--- src/rtl/fccu_pkg.sv ---
// Function
// - only Read ID, recalibrate, seek and the reset poll interrupt
// - Read ID fails after two index pulses
// - recalibrate steps outward until track zero
// - 79 steps without track zero: error
// - busy in command and result phases, not in execution
// - seek direction follows cylinder comparison
// - steps spaced by interval, compare after each
// - leaving power-down clears cylinders and status
// - interrupt on Read ID result and positioning end
// - sense interrupt clears and reports cause
// - drive stays busy until sense interrupt
// - sense drive status goes straight to result
// - specify sets unload, step, load times
// - first step spacing may be shorter
// - transfer mode must select DMA
// - configure defaults apply without command
// - auto seek before read or write
// - queue disabled means byte requests
// - one polling interrupt after reset
// - threshold code 00 one, 0F sixteen
// - precomp start track 0 to 255
// - version byte; relative seek encoding
// - relative direction 0 out, 1 in
// - relative step past track zero: error
package fccu_pkg;
  // register byte offsets
  localparam logic [7:0] FCCU_ADR_CMD = 8'h00;    // command byte in, write
  localparam logic [7:0] FCCU_ADR_RES = 8'h04;    // result byte out, read
  localparam logic [7:0] FCCU_ADR_STAT = 8'h08;   // main status, read
  localparam logic [7:0] FCCU_ADR_DRV = 8'h0C;    // drive select / power control
  localparam logic [7:0] FCCU_ADR_CFG = 8'h10;    // configure options, read
  localparam logic [7:0] FCCU_ADR_RATE = 8'h14;   // data rate select
  // command opcodes, low five bits of first byte
  localparam logic [4:0] FCCU_OP_SPECIFY = 5'h03;
  localparam logic [4:0] FCCU_OP_SDRV = 5'h04;
  localparam logic [4:0] FCCU_OP_RECAL = 5'h07;
  localparam logic [4:0] FCCU_OP_SINT = 5'h08;
  localparam logic [4:0] FCCU_OP_READID = 5'h0A;
  localparam logic [4:0] FCCU_OP_SEEK = 5'h0F;
  localparam logic [4:0] FCCU_OP_VERSION = 5'h10;
  localparam logic [4:0] FCCU_OP_CONFIG = 5'h13;
  localparam logic [7:0] FCCU_VERSION_BYTE = 8'h5A; // arbitrary identity value
  // interrupt codes and status bit positions
  localparam logic [1:0] FCCU_IC_NORMAL = 2'h0;
  localparam logic [1:0] FCCU_IC_ABNORMAL = 2'h1;
  localparam logic [1:0] FCCU_IC_INVALID = 2'h2;
  localparam logic [1:0] FCCU_IC_POLL = 2'h3;
  localparam int FCCU_ST0_SE = 5;
  localparam int FCCU_ST0_EC = 4;
  localparam int FCCU_ST1_MA = 0;
  localparam logic [7:0] FCCU_RECAL_MAX = 8'h4F;  // 79 steps
  localparam logic [7:0] FCCU_CFG_DEFAULT = 8'h20; // queue off, poll on, thr 0
  // timing
  localparam int FCCU_CLK_MHZ = 100;
  localparam int FCCU_STEP_UNIT_US = 500;  // one step code unit at rate 1; rate 0, the fastest, uses half
  localparam int FCCU_PULSE_US = 1;        // step pulse width
  localparam int FCCU_UNIT_CYC = FCCU_STEP_UNIT_US * FCCU_CLK_MHZ / 2;
  localparam int FCCU_PULSE_CYC = FCCU_PULSE_US * FCCU_CLK_MHZ;
  localparam int FCCU_NDRV = 4;
endpackage

--- src/rtl/fccu_sync.sv ---
`timescale 1ns/1ps
`default_nettype none
module fccu_sync (
  input wire logic clk,
  input wire logic rst,
  input wire logic d,
  output logic q
);
  typedef struct packed {
    logic s1_r;  // first stage, read only by second
    logic s2_r;
  } fccu_sync_t;
  fccu_sync_t st_r, st_nxt;
  // shift one stage per clock
  always_comb begin
    st_nxt = st_r;
    st_nxt.s1_r = d;
    st_nxt.s2_r = st_r.s1_r;
  end
  always_ff @(posedge clk or posedge rst) begin
    if (rst) begin
      st_r <= '0;
    end else begin
      st_r <= st_nxt;
    end
  end
  assign q = st_r.s2_r;
endmodule
`default_nettype wire

--- src/rtl/fccu_stepper.sv ---
`timescale 1ns/1ps
`default_nettype none
module fccu_stepper
  import fccu_pkg::*;
(
  input wire logic clk,
  input wire logic rst,
  input wire logic start,          // begin a step, one cycle
  input wire logic [21:0] gap_cyc, // spacing after the pulse
  output logic step_out,           // step pulse to drive
  output logic done                // one cycle when interval ends
);
  typedef struct packed {
    logic busy_r;
    logic [21:0] cnt_r;
    logic pulse_r;
    logic done_r;
  } fccu_step_t;
  fccu_step_t st_r, st_nxt;
  // pulse, then wait the interval
  always_comb begin
    st_nxt = st_r;
    st_nxt.done_r = 1'b0;
    if (!st_r.busy_r) begin
      if (start) begin
        st_nxt.busy_r = 1'b1;
        st_nxt.pulse_r = 1'b1;
        st_nxt.cnt_r = 22'(FCCU_PULSE_CYC - 1);
      end
    end else if (st_r.cnt_r != 22'h000000) begin
      st_nxt.cnt_r = st_r.cnt_r - 22'h000001;
    end else if (st_r.pulse_r) begin
      st_nxt.pulse_r = 1'b0;
      st_nxt.cnt_r = gap_cyc;
    end else begin
      st_nxt.busy_r = 1'b0;
      st_nxt.done_r = 1'b1;
    end
  end
  always_ff @(posedge clk or posedge rst) begin
    if (rst) begin
      st_r <= '0;
    end else begin
      st_r <= st_nxt;
    end
  end
  assign step_out = st_r.pulse_r;
  assign done = st_r.done_r;
endmodule
`default_nettype wire

--- src/rtl/fccu_top.sv ---
`timescale 1ns/1ps
`default_nettype none
module fccu_top
  import fccu_pkg::*;
(
  input wire logic REF_CLK,
  input wire logic RST,
  input wire logic CYC_I,
  input wire logic STB_I,
  input wire logic WE_I,
  input wire logic [7:0] ADR_I,
  input wire logic [3:0] SEL_I,
  input wire logic [31:0] DAT_I,
  output logic [31:0] DAT_O,
  output logic ACK_O,
  input wire logic TRACK_ZERO_IN,   // high at track zero
  input wire logic INDEX_PULSE_IN,  // high on index
  input wire logic ID_FOUND_IN,     // data path found an ID field
  input wire logic [31:0] ID_FIELD_IN,
  output logic STEP_OUT,
  output logic DIR_OUT,
  output logic [1:0] DRIVE_SEL_OUT,
  output logic INT_OUT,
  output logic BYTE_MODE_OUT,       // transfers requested byte by byte
  output logic [3:0] QUEUE_THR_OUT,
  output logic [7:0] PRECOMP_START_TRACK_OUT,
  output logic AUTO_SEEK_OUT
);
  import fccu_pkg::*;
  typedef enum {S_IDLE, S_PARAM, S_EXEC, S_RESULT} fccu_phase_t;
  typedef enum {P_NONE, P_SEEK, P_RECAL, P_RSEEK} fccu_pos_t;
  typedef struct packed {
    fccu_phase_t phase_r;
    logic [4:0] op_r;
    logic rel_r;               // relative seek marker
    logic rdir_r;              // relative step direction
    logic [2:0] nbyte_r;       // parameter bytes left
    logic [2:0] pidx_r;
    logic [7:0] p0_r;          // drive / head byte
    logic [7:0] p1_r;
    logic [7:0] p2_r;
    logic [7:0] p3_r;
    logic [55:0] res_r;        // result bytes, first in low byte
    logic [2:0] nres_r;
    fccu_pos_t pos_r;
    logic [1:0] pdrv_r;
    logic [7:0] present_cylinder_r;
    logic [7:0] target_cylinder_r;
    logic [7:0] relative_step_count_r;
    logic [7:0] nsteps_r;
    logic step_go_r;
    logic step_wait_r;
    logic first_step_r;
    logic dir_r;
    logic [3:0] drv_busy_r;    // per-drive positioning pending
    logic int_r;
    logic [7:0] status_zero_r;
    logic [7:0] st1_r;
    logic [1:0] idx_seen_r;
    logic idx_prev_r;
    logic [3:0] step_interval_setting_r;
    logic [3:0] head_unload_delay_r;
    logic [6:0] head_load_delay_r;
    logic transfer_mode_select_r;
    logic auto_seek_option_r;
    logic queue_disable_option_r;
    logic poll_disable_r;
    logic [3:0] queue_threshold_r;
    logic [7:0] precomp_start_track_r;
    logic poll_done_r;
    logic head_loaded_r;
    logic pdown_r;
    logic [1:0] rate_r;
    logic ack_r;
    logic [31:0] dat_r;
  } fccu_state_t;
  fccu_state_t st_r, st_nxt;
  logic trk0_s; // synchronised track zero
  logic idx_s;  // synchronised index
  logic idf_s;  // synchronised ID found
  logic step_done;
  logic [21:0] gap_cyc;
  fccu_sync u_trk (.clk(REF_CLK), .rst(RST), .d(TRACK_ZERO_IN), .q(trk0_s));
  fccu_sync u_idx (.clk(REF_CLK), .rst(RST), .d(INDEX_PULSE_IN), .q(idx_s));
  fccu_sync u_idf (.clk(REF_CLK), .rst(RST), .d(ID_FOUND_IN), .q(idf_s));
  // parameter bytes per opcode
  function automatic logic [2:0] param_count(input logic [4:0] op);
    unique case (op)
      FCCU_OP_SPECIFY: param_count = 3'h2;
      FCCU_OP_SDRV, FCCU_OP_RECAL, FCCU_OP_READID: param_count = 3'h1;
      FCCU_OP_SEEK: param_count = 3'h2;
      FCCU_OP_CONFIG: param_count = 3'h3;
      default: param_count = 3'h0;
    endcase
  endfunction
  // step interval in units, scaled by rate
  always_comb begin
    logic [4:0] units;
    units = 5'h10 - {1'b0, st_r.step_interval_setting_r};
    gap_cyc = 22'(FCCU_UNIT_CYC) * 22'(units) << st_r.rate_r;
    if (st_r.first_step_r) begin
      gap_cyc = gap_cyc >> 1;
    end
  end
  fccu_stepper u_step (
    .clk(REF_CLK), .rst(RST), .start(st_r.step_go_r), .gap_cyc(gap_cyc),
    .step_out(STEP_OUT), .done(step_done)
  );
  logic bus_req;
  assign bus_req = CYC_I && STB_I && !st_r.ack_r;
  // whole controller next-state
  always_comb begin
    logic wr;
    logic rd_res;
    logic [7:0] b;
    logic pos_end;
    wr = bus_req && WE_I && SEL_I[0];
    rd_res = bus_req && !WE_I && (ADR_I == FCCU_ADR_RES);
    b = DAT_I[7:0];
    pos_end = 1'b0;
    st_nxt = st_r;
    st_nxt.ack_r = bus_req;
    st_nxt.step_go_r = 1'b0;
    st_nxt.idx_prev_r = idx_s;
    // bus reads
    if (bus_req && !WE_I) begin
      unique case (ADR_I)
        FCCU_ADR_RES: st_nxt.dat_r = {24'h000000, st_r.res_r[7:0]};
        // busy only in command and result phases
        FCCU_ADR_STAT: st_nxt.dat_r = {24'h0, st_r.int_r, st_r.pdown_r,
          st_r.phase_r == S_RESULT, st_r.phase_r != S_IDLE && st_r.phase_r != S_EXEC,
          st_r.drv_busy_r};
        FCCU_ADR_DRV: st_nxt.dat_r = {29'h0, st_r.pdown_r, st_r.pdrv_r};
        FCCU_ADR_CFG: st_nxt.dat_r = {16'h0, st_r.precomp_start_track_r,
          st_r.auto_seek_option_r, st_r.queue_disable_option_r,
          st_r.poll_disable_r, 1'b0, st_r.queue_threshold_r};
        FCCU_ADR_RATE: st_nxt.dat_r = {30'h0, st_r.rate_r};
        default: st_nxt.dat_r = 32'h00000000;
      endcase
    end
    // result byte popped by each read
    if (rd_res && st_r.phase_r == S_RESULT) begin
      st_nxt.res_r = st_r.res_r >> 8;
      st_nxt.nres_r = st_r.nres_r - 3'h1;
      if (st_r.nres_r == 3'h1) begin
        st_nxt.phase_r = S_IDLE;
      end
    end
    // register writes
    if (wr && ADR_I == FCCU_ADR_RATE) begin
      st_nxt.rate_r = b[1:0];
    end
    if (wr && ADR_I == FCCU_ADR_DRV) begin
      st_nxt.pdown_r = b[2];
      if (st_r.pdown_r && !b[2]) begin
        // leaving power-down wipes position and status
        st_nxt.present_cylinder_r = 8'h00;
        st_nxt.status_zero_r = 8'h00;
        st_nxt.st1_r = 8'h00;
        st_nxt.int_r = 1'b0;
        st_nxt.drv_busy_r = 4'h0;
      end
    end
    // one polling interrupt after reset
    if (!st_r.poll_done_r && !st_r.poll_disable_r && !st_r.head_loaded_r) begin
      st_nxt.poll_done_r = 1'b1;
      st_nxt.int_r = 1'b1;
      st_nxt.status_zero_r = {FCCU_IC_POLL, 6'h00};
    end
    // command phase
    if (wr && ADR_I == FCCU_ADR_CMD) begin
      if (st_r.phase_r == S_IDLE) begin
        st_nxt.op_r = b[4:0];
        st_nxt.rel_r = b[7];
        st_nxt.rdir_r = b[6];
        st_nxt.pidx_r = 3'h0;
        st_nxt.nbyte_r = param_count(b[4:0]);
        st_nxt.phase_r = (param_count(b[4:0]) == 3'h0) ? S_EXEC : S_PARAM;
      end else if (st_r.phase_r == S_PARAM) begin
        unique case (st_r.pidx_r)
          3'h0: st_nxt.p0_r = b;
          3'h1: st_nxt.p1_r = b;
          default: st_nxt.p2_r = b;
        endcase
        st_nxt.pidx_r = st_r.pidx_r + 3'h1;
        st_nxt.nbyte_r = st_r.nbyte_r - 3'h1;
        if (st_r.nbyte_r == 3'h1) begin
          st_nxt.phase_r = S_EXEC;
        end
      end
    end
    // execution of the latched command
    if (st_r.phase_r == S_EXEC) begin
      st_nxt.phase_r = S_IDLE;
      unique case (st_r.op_r)
        FCCU_OP_SPECIFY: begin
          st_nxt.step_interval_setting_r = st_r.p0_r[7:4];
          st_nxt.head_unload_delay_r = st_r.p0_r[3:0];
          st_nxt.head_load_delay_r = st_r.p1_r[7:1];
          st_nxt.transfer_mode_select_r = st_r.p1_r[0];
        end
        FCCU_OP_CONFIG: begin
          st_nxt.auto_seek_option_r = st_r.p1_r[6];
          st_nxt.queue_disable_option_r = st_r.p1_r[5];
          st_nxt.poll_disable_r = st_r.p1_r[4];
          st_nxt.queue_threshold_r = st_r.p1_r[3:0];
          st_nxt.precomp_start_track_r = st_r.p2_r;
        end
        FCCU_OP_SDRV: begin
          // straight to result
          st_nxt.res_r = {48'h0, 2'b00, 1'b0, trk0_s, 1'b0, st_r.p0_r[2:0]};
          st_nxt.nres_r = 3'h1;
          st_nxt.phase_r = S_RESULT;
        end
        FCCU_OP_VERSION: begin
          st_nxt.res_r = {48'h0, FCCU_VERSION_BYTE};
          st_nxt.nres_r = 3'h1;
          st_nxt.phase_r = S_RESULT;
        end
        FCCU_OP_SINT: begin
          // clear int, report cause, head bit 0
          st_nxt.res_r = {40'h0, st_r.present_cylinder_r,
            st_r.int_r ? {st_r.status_zero_r[7:3], 3'b000} : 8'h80};
          st_nxt.nres_r = 3'h2;
          st_nxt.phase_r = S_RESULT;
          st_nxt.int_r = 1'b0;
          st_nxt.drv_busy_r = 4'h0;
        end
        FCCU_OP_READID: begin
          st_nxt.idx_seen_r = 2'h0;
          st_nxt.pdrv_r = st_r.p0_r[1:0];
          st_nxt.phase_r = S_EXEC;
          st_nxt.op_r = 5'h1F;   // internal search state
        end
        5'h1F: begin
          st_nxt.phase_r = S_EXEC;
          if (idf_s) begin
            // first readable ID latched
            st_nxt.res_r = {ID_FIELD_IN, 8'h00, 8'h00, {FCCU_IC_NORMAL, 3'b000,
              1'b0, st_r.pdrv_r}};
            st_nxt.nres_r = 3'h7;
            st_nxt.phase_r = S_RESULT;
            st_nxt.int_r = 1'b1;
          end else if (st_r.idx_seen_r == 2'h2) begin
            st_nxt.st1_r[FCCU_ST1_MA] = 1'b1;
            st_nxt.res_r = {32'h0, 8'h00, 8'h01, {FCCU_IC_ABNORMAL, 6'h00}};
            st_nxt.nres_r = 3'h7;
            st_nxt.phase_r = S_RESULT;
            st_nxt.int_r = 1'b1;
          end else if (idx_s && !st_r.idx_prev_r) begin
            st_nxt.idx_seen_r = st_r.idx_seen_r + 2'h1;
          end
        end
        FCCU_OP_RECAL, FCCU_OP_SEEK: begin
          // positioning runs in background
          st_nxt.pdrv_r = st_r.p0_r[1:0];
          st_nxt.drv_busy_r[st_r.p0_r[1:0]] = 1'b1;
          st_nxt.first_step_r = 1'b1;
          st_nxt.nsteps_r = 8'h00;
          if (st_r.op_r == FCCU_OP_RECAL) begin
            st_nxt.pos_r = P_RECAL;
            st_nxt.present_cylinder_r = 8'h00;
            st_nxt.dir_r = 1'b0;
          end else if (st_r.rel_r) begin
            st_nxt.pos_r = P_RSEEK;
            st_nxt.relative_step_count_r = st_r.p1_r;
            st_nxt.dir_r = st_r.rdir_r;
          end else begin
            st_nxt.pos_r = P_SEEK;
            st_nxt.target_cylinder_r = st_r.p1_r;
            st_nxt.dir_r = st_r.present_cylinder_r < st_r.p1_r;
          end
        end
        default: begin
          st_nxt.res_r = {48'h0, FCCU_IC_INVALID, 6'h00};
          st_nxt.nres_r = 3'h1;
          st_nxt.phase_r = S_RESULT;
        end
      endcase
    end
    // positioning engine
    if (st_r.pos_r != P_NONE && !st_r.step_wait_r && !st_r.step_go_r) begin
      if (st_r.pos_r == P_RECAL && trk0_s) begin
        pos_end = 1'b1;
        st_nxt.status_zero_r = {FCCU_IC_NORMAL, 6'h20} | {6'h0, st_r.pdrv_r};
      end else if (st_r.pos_r == P_RECAL && st_r.nsteps_r == FCCU_RECAL_MAX) begin
        pos_end = 1'b1;
        st_nxt.status_zero_r = {FCCU_IC_ABNORMAL, 6'h30} | {6'h0, st_r.pdrv_r};
      end else if (st_r.pos_r == P_SEEK &&
                   st_r.present_cylinder_r == st_r.target_cylinder_r) begin
        pos_end = 1'b1;
        st_nxt.status_zero_r = {FCCU_IC_NORMAL, 6'h20} | {6'h0, st_r.pdrv_r};
      end else if (st_r.pos_r == P_RSEEK && st_r.relative_step_count_r == 8'h00) begin
        pos_end = 1'b1;
        st_nxt.status_zero_r = {FCCU_IC_NORMAL, 6'h20} | {6'h0, st_r.pdrv_r};
      end else if (st_r.pos_r == P_RSEEK && !st_r.dir_r && trk0_s) begin
        pos_end = 1'b1;  // outward past track zero
        st_nxt.status_zero_r = {FCCU_IC_ABNORMAL, 6'h30} | {6'h0, st_r.pdrv_r};
      end else begin
        st_nxt.step_go_r = 1'b1;
        st_nxt.step_wait_r = 1'b1;
      end
    end
    if (step_done) begin
      // count the step, compare next cycle
      st_nxt.step_wait_r = 1'b0;
      st_nxt.first_step_r = 1'b0;
      st_nxt.nsteps_r = st_r.nsteps_r + 8'h01;
      if (st_r.pos_r == P_RSEEK) begin
        st_nxt.relative_step_count_r = st_r.relative_step_count_r - 8'h01;
      end
      if (st_r.pos_r != P_RECAL) begin
        st_nxt.present_cylinder_r = st_r.dir_r ? st_r.present_cylinder_r + 8'h01
                                               : st_r.present_cylinder_r - 8'h01;
      end
    end
    if (pos_end) begin
      st_nxt.pos_r = P_NONE;
      st_nxt.int_r = 1'b1;
    end
  end
  // whole-state register
  always_ff @(posedge REF_CLK or posedge RST) begin
    if (RST) begin
      st_r <= '0;
      st_r.queue_disable_option_r <= 1'b1;
      st_r.pos_r <= P_NONE;
      st_r.phase_r <= S_IDLE;
    end else begin
      st_r <= st_nxt;
    end
  end
  assign DAT_O = st_r.dat_r;
  assign ACK_O = st_r.ack_r;
  assign DIR_OUT = st_r.dir_r;
  assign DRIVE_SEL_OUT = st_r.pdrv_r;
  assign INT_OUT = st_r.int_r;
  assign BYTE_MODE_OUT = st_r.queue_disable_option_r;
  assign QUEUE_THR_OUT = st_r.queue_threshold_r;
  assign PRECOMP_START_TRACK_OUT = st_r.precomp_start_track_r;
  assign AUTO_SEEK_OUT = st_r.auto_seek_option_r;
endmodule
`default_nettype wire

--- config.mk ---
export PLATFORM = sky130hd
export DESIGN_NAME = fccu_top
export DESIGN_NICKNAME = d
export VERILOG_FILES = /design/src/rtl/fccu_pkg.sv /design/src/rtl/fccu_sync.sv /design/src/rtl/fccu_stepper.sv /design/src/rtl/fccu_top.sv
export SDC_FILE = /design/constraint.sdc
export NUM_CORES = 1
export LEC_CHECK = 0
export BUFFER_PORTS_ARGS = -buffer_cell sky130_fd_sc_hd__buf_2
export CORE_UTILIZATION = 65
export CTS_CLUSTER_SIZE = 20
export DETAILED_ROUTE_END_ITERATION = 8
export HOLD_SLACK_MARGIN = 0.02
export PLACE_DENSITY_LB_ADDON = 0.1
export REMOVE_ABC_BUFFERS = 1
export SYNTH_ARGS = -nofsm -noshare
export SYNTH_HDL_FRONTEND = slang
export SYNTH_HIERARCHICAL = 1
export SYNTH_SLANG_ARGS = --single-unit
--- constraint.sdc ---
create_clock -name REF_CLK -period 10.7 [get_ports REF_CLK]
set_input_delay 0 -clock REF_CLK [delete_from_list [all_inputs] [get_ports REF_CLK]]
set_output_delay 0 -clock REF_CLK [all_outputs]
set_load 0.03 [all_outputs]
* After elaboration in Yosys (flattened, before gate mapping)
Index checks and enable logic that the tools add are counted.
** Word-level totals
- Flip-flop bits (word level) :: 302
- Latch bits :: 0
- Memory bits (writable) :: 0
- Bits in read-only memories :: 0
- Input bits :: 84
- Output and inout port bits :: 52
- Memories :: 0
** Cells by class
- Add/sub/neg operators :: 10
- $mul :: 1
- Div/mod/pow operators :: 0
- $lt $le $gt $ge :: 3
- Equality and inequality tests :: 44
- Shift operators :: 1
- Multiplexer cells :: 96
- Bitwise operators :: 5
- Reduce and logical (&&, ||, !) cells :: 71
** Operators by type and width (number)
- $pmux W59 S5 :: 1
- $mux W32 :: 9
- $mux W59 :: 3
- $mux W8 :: 19
- $eq A32 B3 Y1 const B :: 4
- $mux W125 :: 1
- $pmux W16 S5 :: 1
- $mux W24 :: 3
- $mux W69 :: 1
- $eq A32 B2 Y1 const B :: 2
- $ne A32 B3 Y1 const B :: 2
- $reduce_bool A32 Y1 :: 2
- $mux W22 :: 2
- $mux W21 :: 2
- $mux W37 :: 1
- $logic_not A32 Y1 :: 1
- $mux W16 :: 2
- $mux W30 :: 1
- $mux W2 :: 14
- $eq A5 B4 Y1 const B :: 5
- $logic_and A1 B1 Y1 :: 23
- $mux W23 :: 1
- $reduce_bool A22 Y1 :: 1
- $shl A20 B2 Y22 :: 1
- 49 further kinds :: 129

* Longest topological paths before layout
- Word-level depth :: 13
- Depth in mapped cells :: 22

* Cells and area by module
Netlist, hierarchy kept.
** Modules (own cells, without submodules)
- fccu_top :: times used 1, cells each 1181, area an instance 12177.9 um^2, sequential area each 5506.5 um^2
- fccu_stepper :: times used 1, cells each 214, area an instance 1811.7 um^2, sequential area each 625.6 um^2
- fccu_sync :: times used 3, cells each 3, area an instance 53.8 um^2, sequential area each 50.0 um^2

* Worst setup path before layout
No wires, ideal clock.
- Kind :: register to register
- Start :: reg st_r[65] in the netlist's numbering
- End :: reg u_step/st_r[17] in the netlist's numbering
- Setup time :: 0.126 ns
- Data arrival time :: 4.862 ns
- Data required time :: 10.574 ns
- Slack :: 5.712 ns
- Cell stages (with the launch flop) :: 21
- Path buffers :: 1
- Clock period less this slack :: 4.988 ns
- Cell sequence :: dfrtp_1 > clkbuf_1 > inv_1 > ha_1 > xor2_1 > inv_1 > ha_1 > xor2_1 > ha_1 > ha_1 > ha_1 > a211o_1 > a21o_1 > o21a_4 > a2111oi_4 > o21ai_2 > and2_1 > mux4_2 > nand2_1 > mux2i_1 > a221o_1
** On the way
- Word-level cells in the longest chain between the ends :: 7
** Ends and longest elaborated chain
- from (decl) :: RTL line fccu_top.sv:77 : fccu_state_t st_r, st_nxt;
- from (signal assigned) :: RTL line fccu_top.sv:330 : st_r <= st_nxt;
- $sub A5 B4 Y5 :: RTL line fccu_top.sv:99 : units = 5'h10 - {1'b0, st_r.step_interval_setting_r};
- $mul A12 B5 Y17 :: RTL line fccu_top.sv:100 : gap_cyc = 22'(FCCU_UNIT_CYC) * 22'(units) << st_r.rate_r;
- $shl A20 B2 Y22 :: RTL line fccu_top.sv:100
- $mux W22 :: RTL line fccu_top.sv:101 : if (st_r.first_step_r) begin
- named net gap_cyc[15] :: RTL line fccu_top.sv:82 : logic [21:0] gap_cyc;
- $mux W23 :: RTL line fccu_stepper.sv:32 : end else if (st_r.pulse_r) begin
- $mux W22 :: RTL line fccu_stepper.sv:30 : end else if (st_r.cnt_r != 22'h000000) begin
- $mux W24 :: RTL line fccu_stepper.sv:24 : if (!st_r.busy_r) begin
- to (signal assigned) :: RTL line fccu_stepper.sv:44 : st_r <= st_nxt;
- to (decl) :: RTL line fccu_stepper.sv:19 : fccu_step_t st_r, st_nxt;
The timed path passes the listed nets, and every way through them passes these cells. The select of a mux whose other input is x is not followed.
A chain may end at the register's enable or synchronous reset.

* Final worst setup path
Ends and elaborated chain as after synthesis.

==> impl_metrics.tcl <==
set metrics [dict create \
    clk_pin_slew_ns 0.06 \
    grt_max_degree 140 \
    setup_viol 0 \
    peakVddDrop_mv 0.133 \
    cellLeakagePower_nw 7.25 \
    avgRoutedWirePerCell_um 19.4 \
    drv_cap 0 \
    die_w_um 150 \
    grt_pass1_vias 10893 \
    synth_area_per_cell_um2 10.1 \
    cp_slowest_cell "dfrtp_1" \
    n_fill_cell 1522 \
    synth-edff-count 0 \
    netlist_area_mm2 0.0142 \
    power_frac_seq 0.479 \
    fin_crit_sh 0.519 \
    maxSlewViolCount 0 \
    power_frac_clock 0.449 \
    track_usage 0.309 \
    hold_viol 0 \
    port_buffers 92 \
    wl_met2_mm 17.0 \
    rows 53 \
    fmax_mhz 180 \
    drc 0 \
    num_vias 11102 \
    worstSkewPairLatency_ns 0.52 \
    worst-path-max-fanout 13 \
    outcome "finished, final reports clean" \
    cts_num_sinks 251 \
    ys.flop_type "dfrtp_1" \
    p_switching_w 0.000499 \
    crit_buf_inv 2 \
    die_h_um 150 \
    async_flop_share 1.00 \
    hold_path_class "primary input to flop" \
    crit_top_cell "ha_1" \
    setup_tns_ns 0 \
    cp.arrival_ns 5.96 \
    ys_seq_area_frac 0.444 \
    cts_root_buf "clkbuf_16" \
    hpwl_mm 22.9 \
    critical_path.cell_chain "inv_1, ha_1, xor2_1, inv_1, ha_1, xor2_1, ha_1, a21o_1, ha_1, ha_1, o21a_1, a21o_1, o21a_4, a2111oi_4, o21ai_2, and2_1, mux4_2, nand2_1, mux2i_1, a221o_1" \
    viasPerCell 6.35 \
    area_growth_syn_to_layout_pct 10.9 \
    swShare 0.238 \
    endpoint_kind "flop" \
    setup.worst_path.class "flop to flop" \
    drive_above_1_share 0.160 \
    cp_top_family "compound AO/OA/AOI/OAI gates" \
    cts_resized 0 \
    final_common_cell "dfrtp_1" \
    firstDrtPassIters 8 \
    globalRouteOverflowTotal 0 \
    cp_slowest_stage_delay_ns 0.65 \
    rsz0062_at_grt "no" \
    grt_first_pass_wirelength_mm 55.1 \
    tightest_slew_ns 1.29 \
    cts_max_level 1 \
    clock_path_buffers 3 \
    antenna_found_initial 0 \
    slew_headroom 0.137 \
    cts_tree "yes" \
    yosys_warnings 6 \
    timing.final.crit_period_ns 5.55 \
    seq_area_mm2 0.00628 \
    multi_input_area_mm2 0.00696 \
    io_pins 136 \
    gp_congestion 0.898 \
    skew_ns 0.0169 \
    crit_path_start_kind "flop" \
    ys_seq_elements 251 \
    antennaDiodeCount 0 \
    coreArea_mm2 0.0212 \
    synth_cell_type_count 99 \
    drt-met1-wl_mm 14.4 \
    power_density_mw_per_mm2 134 \
    final_nets 1597 \
    highest_layer "met4" \
    hold-worst-slack_ns 0.0560 \
    pwr-share-comb 0.072 \
    met3_length_mm 1.64 \
    p_int_w 0.00160 \
    numCtsBuffers 27 \
    syn_inst 1404 \
    die_area_mm2 0.0224 \
    required_ns 11.11 \
    start_util 0.669 \
    wl_mm 33.9 \
    dr.first_iter.drc_count 780 \
    ant_nets 0 \
    final_cell_mix "dfrtp_1 (250), nand2_1 (109), o21ai_0 (94)" \
]
==> power groups by stage <==
stage                     Combinational (W)  Clock, W  Sequential [W]
final                              0.000150  0.000941         0.00100
after CTS                          0.000149  0.000954         0.00100
after detailed placement           0.000134         0         0.00102
after floorplan                   0.0000886         0         0.00101
after global routing               0.000167  0.000990         0.00100
after global placement             0.000132         0         0.00102
==> kinds of logic (layout without fill, tap and decap cells) <==
kind of cell / after synthesis / count (layout) / share of synthesized area
AND/OR/NAND/NOR: 397 / 397 / 0.149
AO/OA/AOI/OAI: 346 / 346 / 0.168
flip-flops: 251 / 251 / 0.444
buffers and inverters: 195 / 248 / 0.0695
multiplexers: 123 / 123 / 0.0958
adder cells (fa/ha/maj): 58 / 58 / 0.0523
XOR/XNOR: 33 / 33 / 0.0204
other: 1 / 18 / 0.000265
==> cells in the mapped netlist, drive strengths merged (12+ instances only) <==
cell	instances	area, µm²
dfrtp	250	6260
nand2	110	415
o21ai	108	544
nor2	91	352
buf	71	517
mux2i	71	711
clkbuf	70	264
ha	56	701
inv	53	199
a21oi	48	240
mux2	47	533
nand3	31	160
nor3	28	145
a22o	25	219
nor4	25	218
o2bb2ai	25	219
or3	19	124
o22ai	18	113
xnor2	18	158
xor2	15	131
a211oi	14	105
nand4	13	100
a211o	12	105
a31oi	12	75.1
nand2b	12	75.1
==> final timing paths <==
kind                       cells after the start  slack [ns]            start               to
setup / recovery                              20        5.15         st_r[65]  u_step/st_r[17]
hold / removal                                 5        0.06         ADR_I[3]         st_r[35]
setup reg to reg                              20        5.15         st_r[65]  u_step/st_r[17]
hold reg to reg                                0        0.36  u_idx/st_nxt[0]          u_idx/q
max in group asynchronous                      4        8.82              RST        st_r[246]
min in group asynchronous                      3        0.26              RST        st_r[296]
==> sequential cells by signal (all words and copies together) (netlist names) <==
name and count:
ACK_O 1, AUTO_SEEK_OUT 1, BYTE_MODE_OUT 1, DAT_O 16
DIR_OUT 1, DRIVE_SEL_OUT 2, INT_OUT 1, PRECOMP_START_TRACK_OUT 8
QUEUE_THR_OUT 4, st_r 185, u_idf/q 1, u_idf/st_nxt 1
u_idx/q 1, u_idx/st_nxt 1, u_step/done 1, u_step/st_r 23
u_step/step_out 1, u_trk/q 1, u_trk/st_nxt 1
==> stage by stage <==
| stage | util | cell area [µm²] | power (W) | setup WS (ns) | cells |
|---|---|---|---|---|---|
| 2_1_floorplan | - | 13400 | 0.00110 | 4.68 | 1280 |
| 3_3_place_gp | 0.676 | 14300 | 0.00115 | 5.27 | 1653 |
| 4_1_cts | 0.742 | 15700 | 0.00210 | 5.18 | 1749 |
| 3_5_place_dp | 0.676 | 14300 | 0.00115 | 5.22 | 1653 |
| 6_report | 0.742 | 15700 | 0.00209 | 5.15 | 1749 |
| 5_1_grt | 0.742 | 15700 | 0.00216 | 4.86 | 1749 |
==> final cells by class <==
type,instances,share of cell area
Multi-Input combinational cell,975,0.444
Inverter,54,0.0134
Clock buffer,40,0.0513
Sequential cell,251,0.400
Timing Repair Buffer,146,0.0628
Clock inverter,8,0.00646
Tap cell,275,0.0219
==> worst reg2reg max path: stages, from the launching register on <==
cell and delay (ns):
dfrtp_1 0.65, inv_1 0.25, ha_1 0.29, xor2_1 0.28, inv_1 0.22, ha_1 0.27
xor2_1 0.17, ha_1 0.21, a21o_1 0.15, ha_1 0.29, ha_1 0.35, o21a_1 0.25
a21o_1 0.20, o21a_4 0.26, a2111oi_4 0.37, o21ai_2 0.09, and2_1 0.18, mux4_2 0.46
nand2_1 0.10, mux2i_1 0.10, a221o_1 0.31
==> per-layer routing <==
metal,up-vias,track usage
met3,78,0.0338
met5,-,0
met4,0,0.0974
met1,5499,0.410
li1,5155,-
met2,370,0.532
==> timing repair <==
action | CTS | global route
buffers inserted | 0 | 0
hold endpoints to repair | 238 | 0
endpoints found under the setup margin | 0 | 0
hold buffers | 48 | 0
Power figures use the tool's default switching activity.
